$ cat src/port_two_pkg.sv
// Package: register map, field layout and carriers for the port-two GPIO block
package port_two_pkg;

    // Pin count and bus widths
    localparam int PIN_COUNT = 8;
    localparam int BUS_WIDTH = 32;

    // Register indices; byte address is four times the index
    localparam logic [29:0] IDX_FUNCTION_SELECT = 30'h0000FFC9;
    localparam logic [29:0] IDX_OPEN_DRAIN_SELECT = 30'h0000FFCB;
    localparam logic [29:0] IDX_DATA_LATCH = 30'h0000FFD5;
    localparam logic [29:0] IDX_DIRECTION = 30'h0000FFE5;

    // Reset values
    localparam logic [7:0] RST_FUNCTION_SELECT = 8'hD8;
    localparam logic [7:0] RST_OPEN_DRAIN_SELECT = 8'h00;
    localparam logic [7:0] RST_DATA_LATCH = 8'h00;
    localparam logic [7:0] RST_DIRECTION = 8'h00;

    // Function select layout
    localparam logic [7:0] FUNC_RESERVED_ONES = 8'hD8;
    localparam logic [7:0] FUNC_WRITABLE = 8'h27;
    localparam int BIT_SERIAL_OUT_PMOS_OFF = 5;
    localparam int BIT_SERIAL_OUT_PIN_SELECT = 2;
    localparam int BIT_SERIAL_IN_PIN_SELECT = 1;
    localparam int BIT_SERIAL_CLOCK_PIN_SELECT = 0;

    // Pin positions of the shared functions
    localparam int PIN_SERIAL_OUT = 2;
    localparam int PIN_SERIAL_IN = 1;
    localparam int PIN_SERIAL_CLOCK = 0;

    // Write-only direction register reads as this
    localparam logic [7:0] DIRECTION_READ_VALUE = 8'hFF;

    // AHB transfer and response codes
    localparam logic [1:0] HTRANS_NONSEQ = 2'h2;
    localparam logic [1:0] HTRANS_SEQ = 2'h3;
    localparam logic HRESP_OKAY = 1'b0;

    // Captured AHB address phase
    typedef struct packed {
        logic valid;
        logic write;
        logic [29:0] word;
    } addr_phase_t;

    // Drive of the eight pads
    typedef struct packed {
        logic [7:0] level;
        logic [7:0] oe;
    } pad_drive_t;

    // Signals from the serial interface toward the pads
    typedef struct packed {
        logic data_out;
        logic clock_out;
        logic clock_oe;
    } serial_drive_t;

    // Signals from the pads toward the serial interface
    typedef struct packed {
        logic data_in;
        logic clock_in;
    } serial_sense_t;

endpackage : port_two_pkg

$ cat src/pin_sync.sv
// Two-stage synchroniser for the port-two pad inputs
`timescale 1ns/1ns
`default_nettype none

module pin_sync (
    // Clock and reset
    input wire logic clk_sys,
    input wire logic rst_n,
    // Asynchronous pad levels
    input wire logic [port_two_pkg::PIN_COUNT-1:0] pad_async,
    // Levels safe to use in the clock domain
    output logic [port_two_pkg::PIN_COUNT-1:0] pad_synced
);

    // First stage is read by the second stage only
    logic [port_two_pkg::PIN_COUNT-1:0] meta;

    // Both stages clear to zero, pads are unknown at reset
    always_ff @(posedge clk_sys or negedge rst_n) begin
        if (!rst_n) begin
            meta <= '0;
            pad_synced <= '0;
        end else begin
            meta <= pad_async;
            pad_synced <= meta;
        end
    end

endmodule : pin_sync

`default_nettype wire

$ cat src/port_two_gpio.sv
// Port-two GPIO block: registers on AHB-Lite, pad drive and serial pin sharing
//
// Design decision made here: register access over AHB-Lite.
`timescale 1ns/1ns
`default_nettype none

// How it works
// - Output pins read back the data latch, not the pad level.
// - Input pins read back the synchronised pad level.
// - Reset clears the data latch to all zeros.
// - Direction bit one makes the pin an output, zero an input.
// - Direction and latch only steer pins left in plain I/O use.
// - Direction register is write-only and reads as all ones.
// - Reset clears every direction bit, all pins start as inputs.
// - Function select bits 7,6,4,3 read one, ignore writes; resets to D8.
// - Function bit 5 makes the serial output pin open-drain.
// - Function bit 2 hands pin 2 to the serial output.
// - Function bit 1 hands pin 1 to the serial input.
// - Function bit 0 hands pin 0 to the bidirectional serial clock.
// - Per-pin open-drain bit picks push-pull or open-drain output drive for pins in plain I/O use.
// - Reset clears all open-drain bits, outputs start push-pull.
// - Pins 7 to 3 follow their own direction bit only.
module port_two_gpio (
    // Clock and reset
    input wire logic clk_sys,
    input wire logic rst_n,
    // AHB-Lite slave
    input wire logic hsel,
    input wire logic [31:0] haddr,
    input wire logic [1:0] htrans,
    input wire logic hwrite,
    input wire logic [2:0] hsize,
    input wire logic [31:0] hwdata,
    input wire logic hready,
    output logic hreadyout,
    output logic [31:0] hrdata,
    output logic hresp,
    // Pads
    input wire logic [7:0] pad_in,
    output port_two_pkg::pad_drive_t pad_out,
    // Serial interface
    input wire port_two_pkg::serial_drive_t serial_drive,
    output port_two_pkg::serial_sense_t serial_sense
);

    // Register decode of a captured address phase against one index
    function automatic logic reg_hit(
        input port_two_pkg::addr_phase_t ph,
        input logic [29:0] idx
    );
        reg_hit = ph.valid && (ph.word == idx);
    endfunction : reg_hit

    // Registers
    logic [7:0] function_select;
    logic [7:0] open_drain_select;
    logic [7:0] data_latch;
    logic [7:0] direction;

    // Bus state
    port_two_pkg::addr_phase_t addr_ph;
    port_two_pkg::addr_phase_t next_addr_ph;

    // Synchronised pads
    logic [7:0] pad_level;

    // Per-pin drive intent
    logic [7:0] alt_on;
    logic [7:0] want_drive;
    logic [7:0] want_level;
    logic [7:0] want_od;
    logic [7:0] next_level;
    logic [7:0] next_oe;

    // Pad inputs come from outside the clock domain
    pin_sync u_pin_sync (
        .clk_sys(clk_sys),
        .rst_n(rst_n),
        .pad_async(pad_in),
        .pad_synced(pad_level)
    );

    // -----------------------------------------------------------------
    // AHB-Lite slave: zero wait states, always OKAY
    // -----------------------------------------------------------------

    // Address phase is taken only while the bus is ready
    wire trans_active = (htrans == port_two_pkg::HTRANS_NONSEQ) ||
                        (htrans == port_two_pkg::HTRANS_SEQ);
    wire take_addr = hsel && trans_active && hready;

    // Capture enough of the address phase for the data phase
    always_comb begin
        next_addr_ph = addr_ph;
        if (hready) begin
            next_addr_ph.valid = take_addr;
            next_addr_ph.write = hwrite;
            next_addr_ph.word = haddr[31:2];
        end
    end

    // Bus state register
    always_ff @(posedge clk_sys or negedge rst_n) begin
        if (!rst_n) begin
            addr_ph <= '0;
        end else begin
            addr_ph <= next_addr_ph;
        end
    end

    // Write strobes, one per register, in the data phase
    wire wr_phase = addr_ph.valid && addr_ph.write && hready;
    wire wr_func = wr_phase && reg_hit(addr_ph, port_two_pkg::IDX_FUNCTION_SELECT);
    wire wr_od = wr_phase && reg_hit(addr_ph, port_two_pkg::IDX_OPEN_DRAIN_SELECT);
    wire wr_data = wr_phase && reg_hit(addr_ph, port_two_pkg::IDX_DATA_LATCH);
    wire wr_dir = wr_phase && reg_hit(addr_ph, port_two_pkg::IDX_DIRECTION);

    // Only the low byte lane carries register data; hsize is single words only
    wire [7:0] wr_byte = hwdata[7:0];

    // Reserved function bits are forced back to one on every write
    wire [7:0] func_written = (wr_byte & port_two_pkg::FUNC_WRITABLE) |
                              port_two_pkg::FUNC_RESERVED_ONES;

    // -----------------------------------------------------------------
    // Register file
    // -----------------------------------------------------------------

    // Function select and open-drain select
    always_ff @(posedge clk_sys or negedge rst_n) begin
        if (!rst_n) begin
            function_select <= port_two_pkg::RST_FUNCTION_SELECT;
            open_drain_select <= port_two_pkg::RST_OPEN_DRAIN_SELECT;
        end else begin
            if (wr_func) begin
                function_select <= func_written;
            end
            if (wr_od) begin
                open_drain_select <= wr_byte;
            end
        end
    end

    // Data latch and direction
    always_ff @(posedge clk_sys or negedge rst_n) begin
        if (!rst_n) begin
            data_latch <= port_two_pkg::RST_DATA_LATCH;
            direction <= port_two_pkg::RST_DIRECTION;
        end else begin
            if (wr_data) begin
                data_latch <= wr_byte;
            end
            if (wr_dir) begin
                direction <= wr_byte;
            end
        end
    end

    // -----------------------------------------------------------------
    // Read path
    // -----------------------------------------------------------------

    // Outputs show the latch, inputs show the pad, bit by bit
    wire [7:0] data_readback = (direction & data_latch) |
                               (~direction & pad_level);

    // Read mux is combinational on the registered phase, so a read
    // right after a write already sees the new value
    wire rd_func = reg_hit(addr_ph, port_two_pkg::IDX_FUNCTION_SELECT);
    wire rd_od = reg_hit(addr_ph, port_two_pkg::IDX_OPEN_DRAIN_SELECT);
    wire rd_data = reg_hit(addr_ph, port_two_pkg::IDX_DATA_LATCH);
    wire rd_dir = reg_hit(addr_ph, port_two_pkg::IDX_DIRECTION);
    wire rd_any = !addr_ph.write;

    // Unmapped reads return zero
    wire [7:0] rd_byte =
        !rd_any ? 8'h00 :
        rd_func ? (function_select | port_two_pkg::FUNC_RESERVED_ONES) :
        rd_od ? open_drain_select :
        rd_data ? data_readback :
        rd_dir ? port_two_pkg::DIRECTION_READ_VALUE :
        8'h00;

    // Upper lanes read as zero
    assign hrdata = {{(port_two_pkg::BUS_WIDTH - 8){1'b0}}, rd_byte};
    assign hreadyout = 1'b1;
    assign hresp = port_two_pkg::HRESP_OKAY;

    // -----------------------------------------------------------------
    // Pin function selection
    // -----------------------------------------------------------------

    // Function bits per pin; pins 7 to 3 have no alternate use
    wire so_sel = function_select[port_two_pkg::BIT_SERIAL_OUT_PIN_SELECT];
    wire si_sel = function_select[port_two_pkg::BIT_SERIAL_IN_PIN_SELECT];
    wire sck_sel = function_select[port_two_pkg::BIT_SERIAL_CLOCK_PIN_SELECT];
    wire so_pmos_off = function_select[port_two_pkg::BIT_SERIAL_OUT_PMOS_OFF];

    // Pin-indexed view of the alternate selects
    always_comb begin
        alt_on = '0;
        alt_on[port_two_pkg::PIN_SERIAL_OUT] = so_sel;
        alt_on[port_two_pkg::PIN_SERIAL_IN] = si_sel;
        alt_on[port_two_pkg::PIN_SERIAL_CLOCK] = sck_sel;
    end

    // Intent per pin: plain I/O unless an alternate function owns it
    genvar n;
    generate
        for (n = 0; n < port_two_pkg::PIN_COUNT; n++) begin : g_pin
            if (n == port_two_pkg::PIN_SERIAL_OUT) begin : g_so
                // Serial output drives always; its buffer type is separate
                assign want_drive[n] = alt_on[n] ? 1'b1 : direction[n];
                assign want_level[n] = alt_on[n] ? serial_drive.data_out : data_latch[n];
                assign want_od[n] = alt_on[n] ? so_pmos_off : open_drain_select[n];
            end else if (n == port_two_pkg::PIN_SERIAL_IN) begin : g_si
                // Serial input never drives the pad
                assign want_drive[n] = alt_on[n] ? 1'b0 : direction[n];
                assign want_level[n] = data_latch[n];
                assign want_od[n] = open_drain_select[n];
            end else if (n == port_two_pkg::PIN_SERIAL_CLOCK) begin : g_sck
                // Serial interface decides clock direction itself
                assign want_drive[n] = alt_on[n] ? serial_drive.clock_oe : direction[n];
                assign want_level[n] = alt_on[n] ? serial_drive.clock_out : data_latch[n];
                assign want_od[n] = alt_on[n] ? 1'b0 : open_drain_select[n];
            end else begin : g_plain
                // Plain pins obey their own direction bit
                assign want_drive[n] = direction[n];
                assign want_level[n] = data_latch[n];
                assign want_od[n] = open_drain_select[n];
            end

            // Open-drain pulls low only; a high level releases the pad
            assign next_level[n] = want_od[n] ? 1'b0 : want_level[n];
            assign next_oe[n] = want_drive[n] && (!want_od[n] || !want_level[n]);
        end
    endgenerate

    // Pad drive from flip-flops; one cycle behind the registers
    always_ff @(posedge clk_sys or negedge rst_n) begin
        if (!rst_n) begin
            pad_out <= '0;
        end else begin
            pad_out.level <= next_level;
            pad_out.oe <= next_oe;
        end
    end

    // -----------------------------------------------------------------
    // Serial interface sense
    // -----------------------------------------------------------------

    // Only meaningful when the pin is handed over; masked otherwise so the
    // serial block sees a quiet line while the pin serves as plain I/O
    always_ff @(posedge clk_sys or negedge rst_n) begin
        if (!rst_n) begin
            serial_sense <= '0;
        end else begin
            serial_sense.data_in <= si_sel & pad_level[port_two_pkg::PIN_SERIAL_IN];
            serial_sense.clock_in <= sck_sel & pad_level[port_two_pkg::PIN_SERIAL_CLOCK];
        end
    end

endmodule : port_two_gpio

`default_nettype wire

$ cat config.mk
export PLATFORM = sky130hd
export DESIGN_NAME = port_two_gpio
export DESIGN_NICKNAME = d
export VERILOG_FILES = /design/src/port_two_pkg.sv /design/src/pin_sync.sv /design/src/port_two_gpio.sv
export SDC_FILE = /design/constraint.sdc
export NUM_CORES = 1
export LEC_CHECK = 0
export BUFFER_PORTS_ARGS = -buffer_cell sky130_fd_sc_hd__clkbuf_2
export CORE_UTILIZATION = 53
export DETAILED_ROUTE_END_ITERATION = 8
export PLACE_DENSITY = 0.84
export SLEW_MARGIN = 30
export SYNTH_ARGS = -nofsm -noshare
export SYNTH_HDL_FRONTEND = slang
export SYNTH_SLANG_ARGS = --single-unit
$ cat constraint.sdc
create_clock -name clk_sys -period 3 [get_ports clk_sys]
set_input_delay 0.3 -clock clk_sys [delete_from_list [all_inputs] [get_ports clk_sys]]
set_output_delay 0.3 -clock clk_sys [all_outputs]
set_load 0.005 [all_outputs]
; Yosys cells after proc, flatten, opt, wreduce, memory -nomap -nowiden
; Cells that the tools add are included.
[classes]
n_eq_ne = 6
n_mux = 20
bitwise_logic = 6
n_reduce_logical = 45
[ops]
columns = op, count
row1 = "30-bit by 16-bit equality test with 1-bit output, second input constant", 4
row2 = 8-bit 2-to-1 mux, 5
row3 = 1-bit logical AND, 20
row4 = 8-bit AND, 2
row5 = 1-bit zero test, 16
row6 = 1-bit 2-to-1 mux, 15
row7 = 1-bit logical OR, 9
row8 = 8-bit inverter, 1
row9 = 8-bit OR, 1
row10 = "2-bit equality test, second input constant", 2
row11 = 1-bit AND, 2
[totals]
regBits = 94
in_bits = 85
out_inout_bits = 52

; Logic depth before layout (Yosys ltp)
[depth]
ltp_word = 7
depth_mapped = 6
mapped_depth_nobuf = 4

; By module
; From an unflattened synthesis, not the netlist that was laid out.
[unflattened]
hier_cells = 283
area_unflattened_um2 = 3952.5
[modules_own_cells]
columns = mod, n_inst, cells_each, area_per_inst_um2, seq_area_each_um2
row1 = port_two_gpio, 1, 267, 3552.2, 1951.9
row2 = pin_sync, 1, 16, 400.4, 400.4

; Worst setup path after synthesis
; Ideal clock, no wire load.
[synth_path]
kind = flip-flop to output port
startpoint = register addr_ph[26] (netlist bit)
endpoint = output port hrdata[0]
arrival_time_ps = 1627
required_time_ps = 2700
slack_ps = 1073
path_stages_with_launch = 6
n_path_buf = 1
path_cell_list = dfrtp_1 > nor4b_2 > nand4_1 > or4b_1 > buf_2 > a311oi_1
[synth_between]
elab_chain_len = 7
elab_cells_between_ends = 13
classes_between = 4 x eq/ne / 5 x mux / 4 x reduce/logical
[synth_rtl]
columns = item, line
row1 = "start, declared", port_two_gpio.sv:61  ; port_two_pkg::addr_phase_t addr_ph;
row2 = "start signal, assigned", port_two_gpio.sv:107  ; addr_ph <= next_addr_ph;
row3 = 30-bit by 16-bit equality test with 1-bit output, port_two_gpio.sv:51  ; reg_hit = ph.valid && (ph.word == idx);
row4 = 1-bit logical AND, port_two_gpio.sv:51
row5 = 8-bit 2-to-1 mux, port_two_gpio.sv:181  ; rd_dir ? port_two_pkg::DIRECTION_READ_VALUE :
row6 = 8-bit 2-to-1 mux, port_two_gpio.sv:180  ; rd_data ? data_readback :
row7 = 8-bit 2-to-1 mux, port_two_gpio.sv:179  ; rd_od ? open_drain_select :
row8 = 8-bit 2-to-1 mux *, port_two_gpio.sv:178  ; rd_func ? (function_select | port_two_pkg::FUNC_RESERVED_ONES) :
row9 = 8-bit 2-to-1 mux *, port_two_gpio.sv:177  ; !rd_any ? 8'h00 :
row10 = "end, declared", port_two_gpio.sv:36  ; output logic [31:0] hrdata,
; Every way passes the cells marked *; elsewhere a longest branch is shown, timed or not.

; Worst setup path after layout
[layout_path]
startpoint = register addr_ph[21] (netlist bit)
endpoint = output port hrdata[2]
; Same word-level chain as after synthesis.

==> run_results.csv <==
group,metric,value,unit
status,status,"finished with violations",
status,violations,"hold timing",
route,drt_pre_antenna_iters,5,
synthesis,syn_area_per_cell,14.0,um2
synthesis,synthTopCellsByArea,"dfrtp_1, mux2_2, buf_4",
floorplan,die_w,87.7,um
place,numPortBuffers,80,
clocking,cts_repair_resize_count,0,
global_route,grt_usage,0.202,
synthesis,synthTopCellsByCount,"dfrtp_1, mux2_2, buf_4",
synthesis,yosys.area.top_type_share,0.604,
floorplan,die-area,0.00769,mm2
global_route,grt_pass1_vias,2389,
synthesis,async_flop_share,1.00,
clocking,cts_setup_buffers,0,
floorplan,io_pins,137,
floorplan,start_util,0.561,
sta,tns,0,ns
global_route,grt_pass1_wl,11.4,mm
route,drt_iter0_markers,124,
hold_path,min_path_type,"input port to asynchronous set/reset pin",
route,detail_route.wirelength,7.02,mm
sta,fmaxAchievable,352,MHz
synthesis,synthesis.area,0.00389,mm2
setup_path,cp_data_required_time,2.70,ns
sta,whs,-0.0127,ns
synthesis,ys_ff_latch,94,
synthesis,ys_types,36,
synthesis,yosys.area.top_type,"dfrtp_1",
sta,slew_violations,0,
floorplan,die_h,87.7,um
power_and_ir_drop,max-vdd-ir-drop,0.333,mV
global_route,top_usage_layer,"met2",
route,viasPerCell,5.14,
cells_and_area,drive_gt1_frac,0.470,
setup_path,rrSetupSlack,0.80,ns
sta,grt_setup_unrepaired,"no",
synthesis,synthCells,279,
place,dp.cells,448,
setup_path,path_class,"flop to primary output",
route,via_count,2383,
route,avgRoutedWirePerCell,15.1,um
clocking,postCtsHoldBufs,0,
setup_path,rr_endpoint,"open_drain_select[2]",
clocking,cts.clk_slew.worst_paths,0.09,ns
setup_path,arrival,2.54,ns
setup_path,worstSetupEndpointType,"primary output",
global_route,antenna_found_initial,0,
sta,finalSetupViolCount,0,
floorplan,rows,30,
cells_and_area,insertedDiodeCount,0,
clocking,cts_buffer_depth,2,
clocking,numCtsBuffers,9,
floorplan,coreArea,0.00694,mm2
global_route,grt_max_degree,95,
clocking,clock-sinks,94,
global_route,grt_overflow,0,
synthesis,yosysSeqAreaShare,0.604,
cells_and_area,syn2layout_area_growth,16.0,%
synthesis,synth_edf_count,0,
synthesis,yosys_warnings,0,
global_route,grtUsageMet3,0.0867,
cells_and_area,fin_nets,448,
run,maxCapViolCount,0,
route,ant_nets,0,
place,place_congestion,0.744,
place,hpwl,5.04,mm
sta,layout_min_cycle_time,2.84,ns
setup_path,crit_fanout,8,
setup_path,rr_worst_depth,4,
cells_and_area,fin_cells,464,
global_route,globalRouteMet2Util,0.329,
clocking,clock_latency,0.36,ns
sta,hold_viol_final,11,
clocking,htreeDepth,3,
synthesis,yosysMostFrequentCell,"dfrtp_1",
power_and_ir_drop,p_leak,0.00224,uW
setup_path,r2r_start,"addr_ph[5]",
power_and_ir_drop,p_per_area,521,mW/mm2
global_route,met1_usage,0.241,
setup_path,crit_path_start_kind,"flop",
sta,finalClockSkew,0.0127,ns
clocking,cts_tree,"done",
sta,fin_crit_sh,0.946,
clocking,cts-root-buf,"clkbuf_8",
synthesis,synthFlopType,"dfrtp_1",
route,drc_errors,0,
cells_and_area,n_fill_cell,538,
-- kinds of logic after synthesis --
family	count (synthesis)	synth area share
AO/OA/AOI/OAI	29	0.0501
buffers and inverters	36	0.0614
flip-flops	94	0.604
multiplexers	67	0.194
other	2	0.00193
AND/OR/NAND/NOR	51	0.0887
-- stage by stage --
step	hold slack [ns]	utilization	power (uW)	worst slack (ns)	area [um2]
final	-0.0127	0.650	2350	0.163	4520
after global routing	0.000622	0.650	2460	0.0111	4520
after CTS	0.00696	0.650	2380	0.147	4520
after detailed placement	0.336	0.620	1540	0.540	4310
after global placement	0.332	0.620	1530	0.567	4310
after floorplan	0.00441	-	1470	1.07	3980
-- layer usage --
layer | wire length, um | vias to the layer above
met3 | 482 | 13
met2 | 3520 | 86
met5 | 0 | -
met1 | 2900 | 1181
met4 | 114 | 0
li1 | - | 1103
-- flip-flops by register name, summed over array words and instances (netlist names) --
register	cells
function_select	4
serial_sense	2
addr_ph	32
u_pin_sync.pad_synced	8
pad_out	16
open_drain_select	8
direction	8
u_pin_sync.meta	8
data_latch	8
-- layout by cell type (no fill, tap or decap), drive strengths merged, types with 4 or more instances in the layout --
cell type,Yosys,routed
a21boi,5,5
a21oi,6,6
a22oi,4,4
a311oi,4,4
and3,4,4
clkbuf,4,90
clkinv,0,4
conb,2,26
dfrtp,94,94
mux2,67,67
nand2,9,9
nor2,9,9
nor2b,7,7
o21ai,6,6
-- worst max-delay path: stages (launching register included) --
cell and delay [ns]:
dfrtp_1 0.39, nor4_1 0.41, nand2_1 0.11, or4b_1 0.68, a311oi_1 0.40, clkbuf_2 0.19
-- how the worst max path moves through the flow --
stage | slack (ns) | endpoint | cells past startpoint | from
finish | 0.16 | hrdata[2] | 5 | addr_ph[21]
CTS | 0.15 | hrdata[2] | 5 | addr_ph[21]
global placement | 0.57 | hrdata[2] | 5 | addr_ph[21]
floorplan | 1.07 | hrdata[0] | 5 | addr_ph[26]
detailed placement | 0.54 | hrdata[2] | 5 | addr_ph[21]
global route | 0.01 | hrdata[0] | 5 | addr_ph[26]
-- cell type report --
cell class,count,area [um2],share of cell area
well taps,96,120,0.0266
clock inverters,5,57.6,0.0127
clock buffers,11,151,0.0335
inverters,3,11.3,0.00249
multi-input cells,173,1390,0.308
repair buffers,82,430,0.0953
flip-flops and latches,94,2350,0.521
-- power by group --
group | internal, uW | switching, uW | total, uW
Combinational | 80.4 | 75.3 | 156
Sequential | 1320 | 33.4 | 1350
Clock | 430 | 413 | 844
Total | 1830 | 522 | 2350
(Power assumes the default switching activity.)
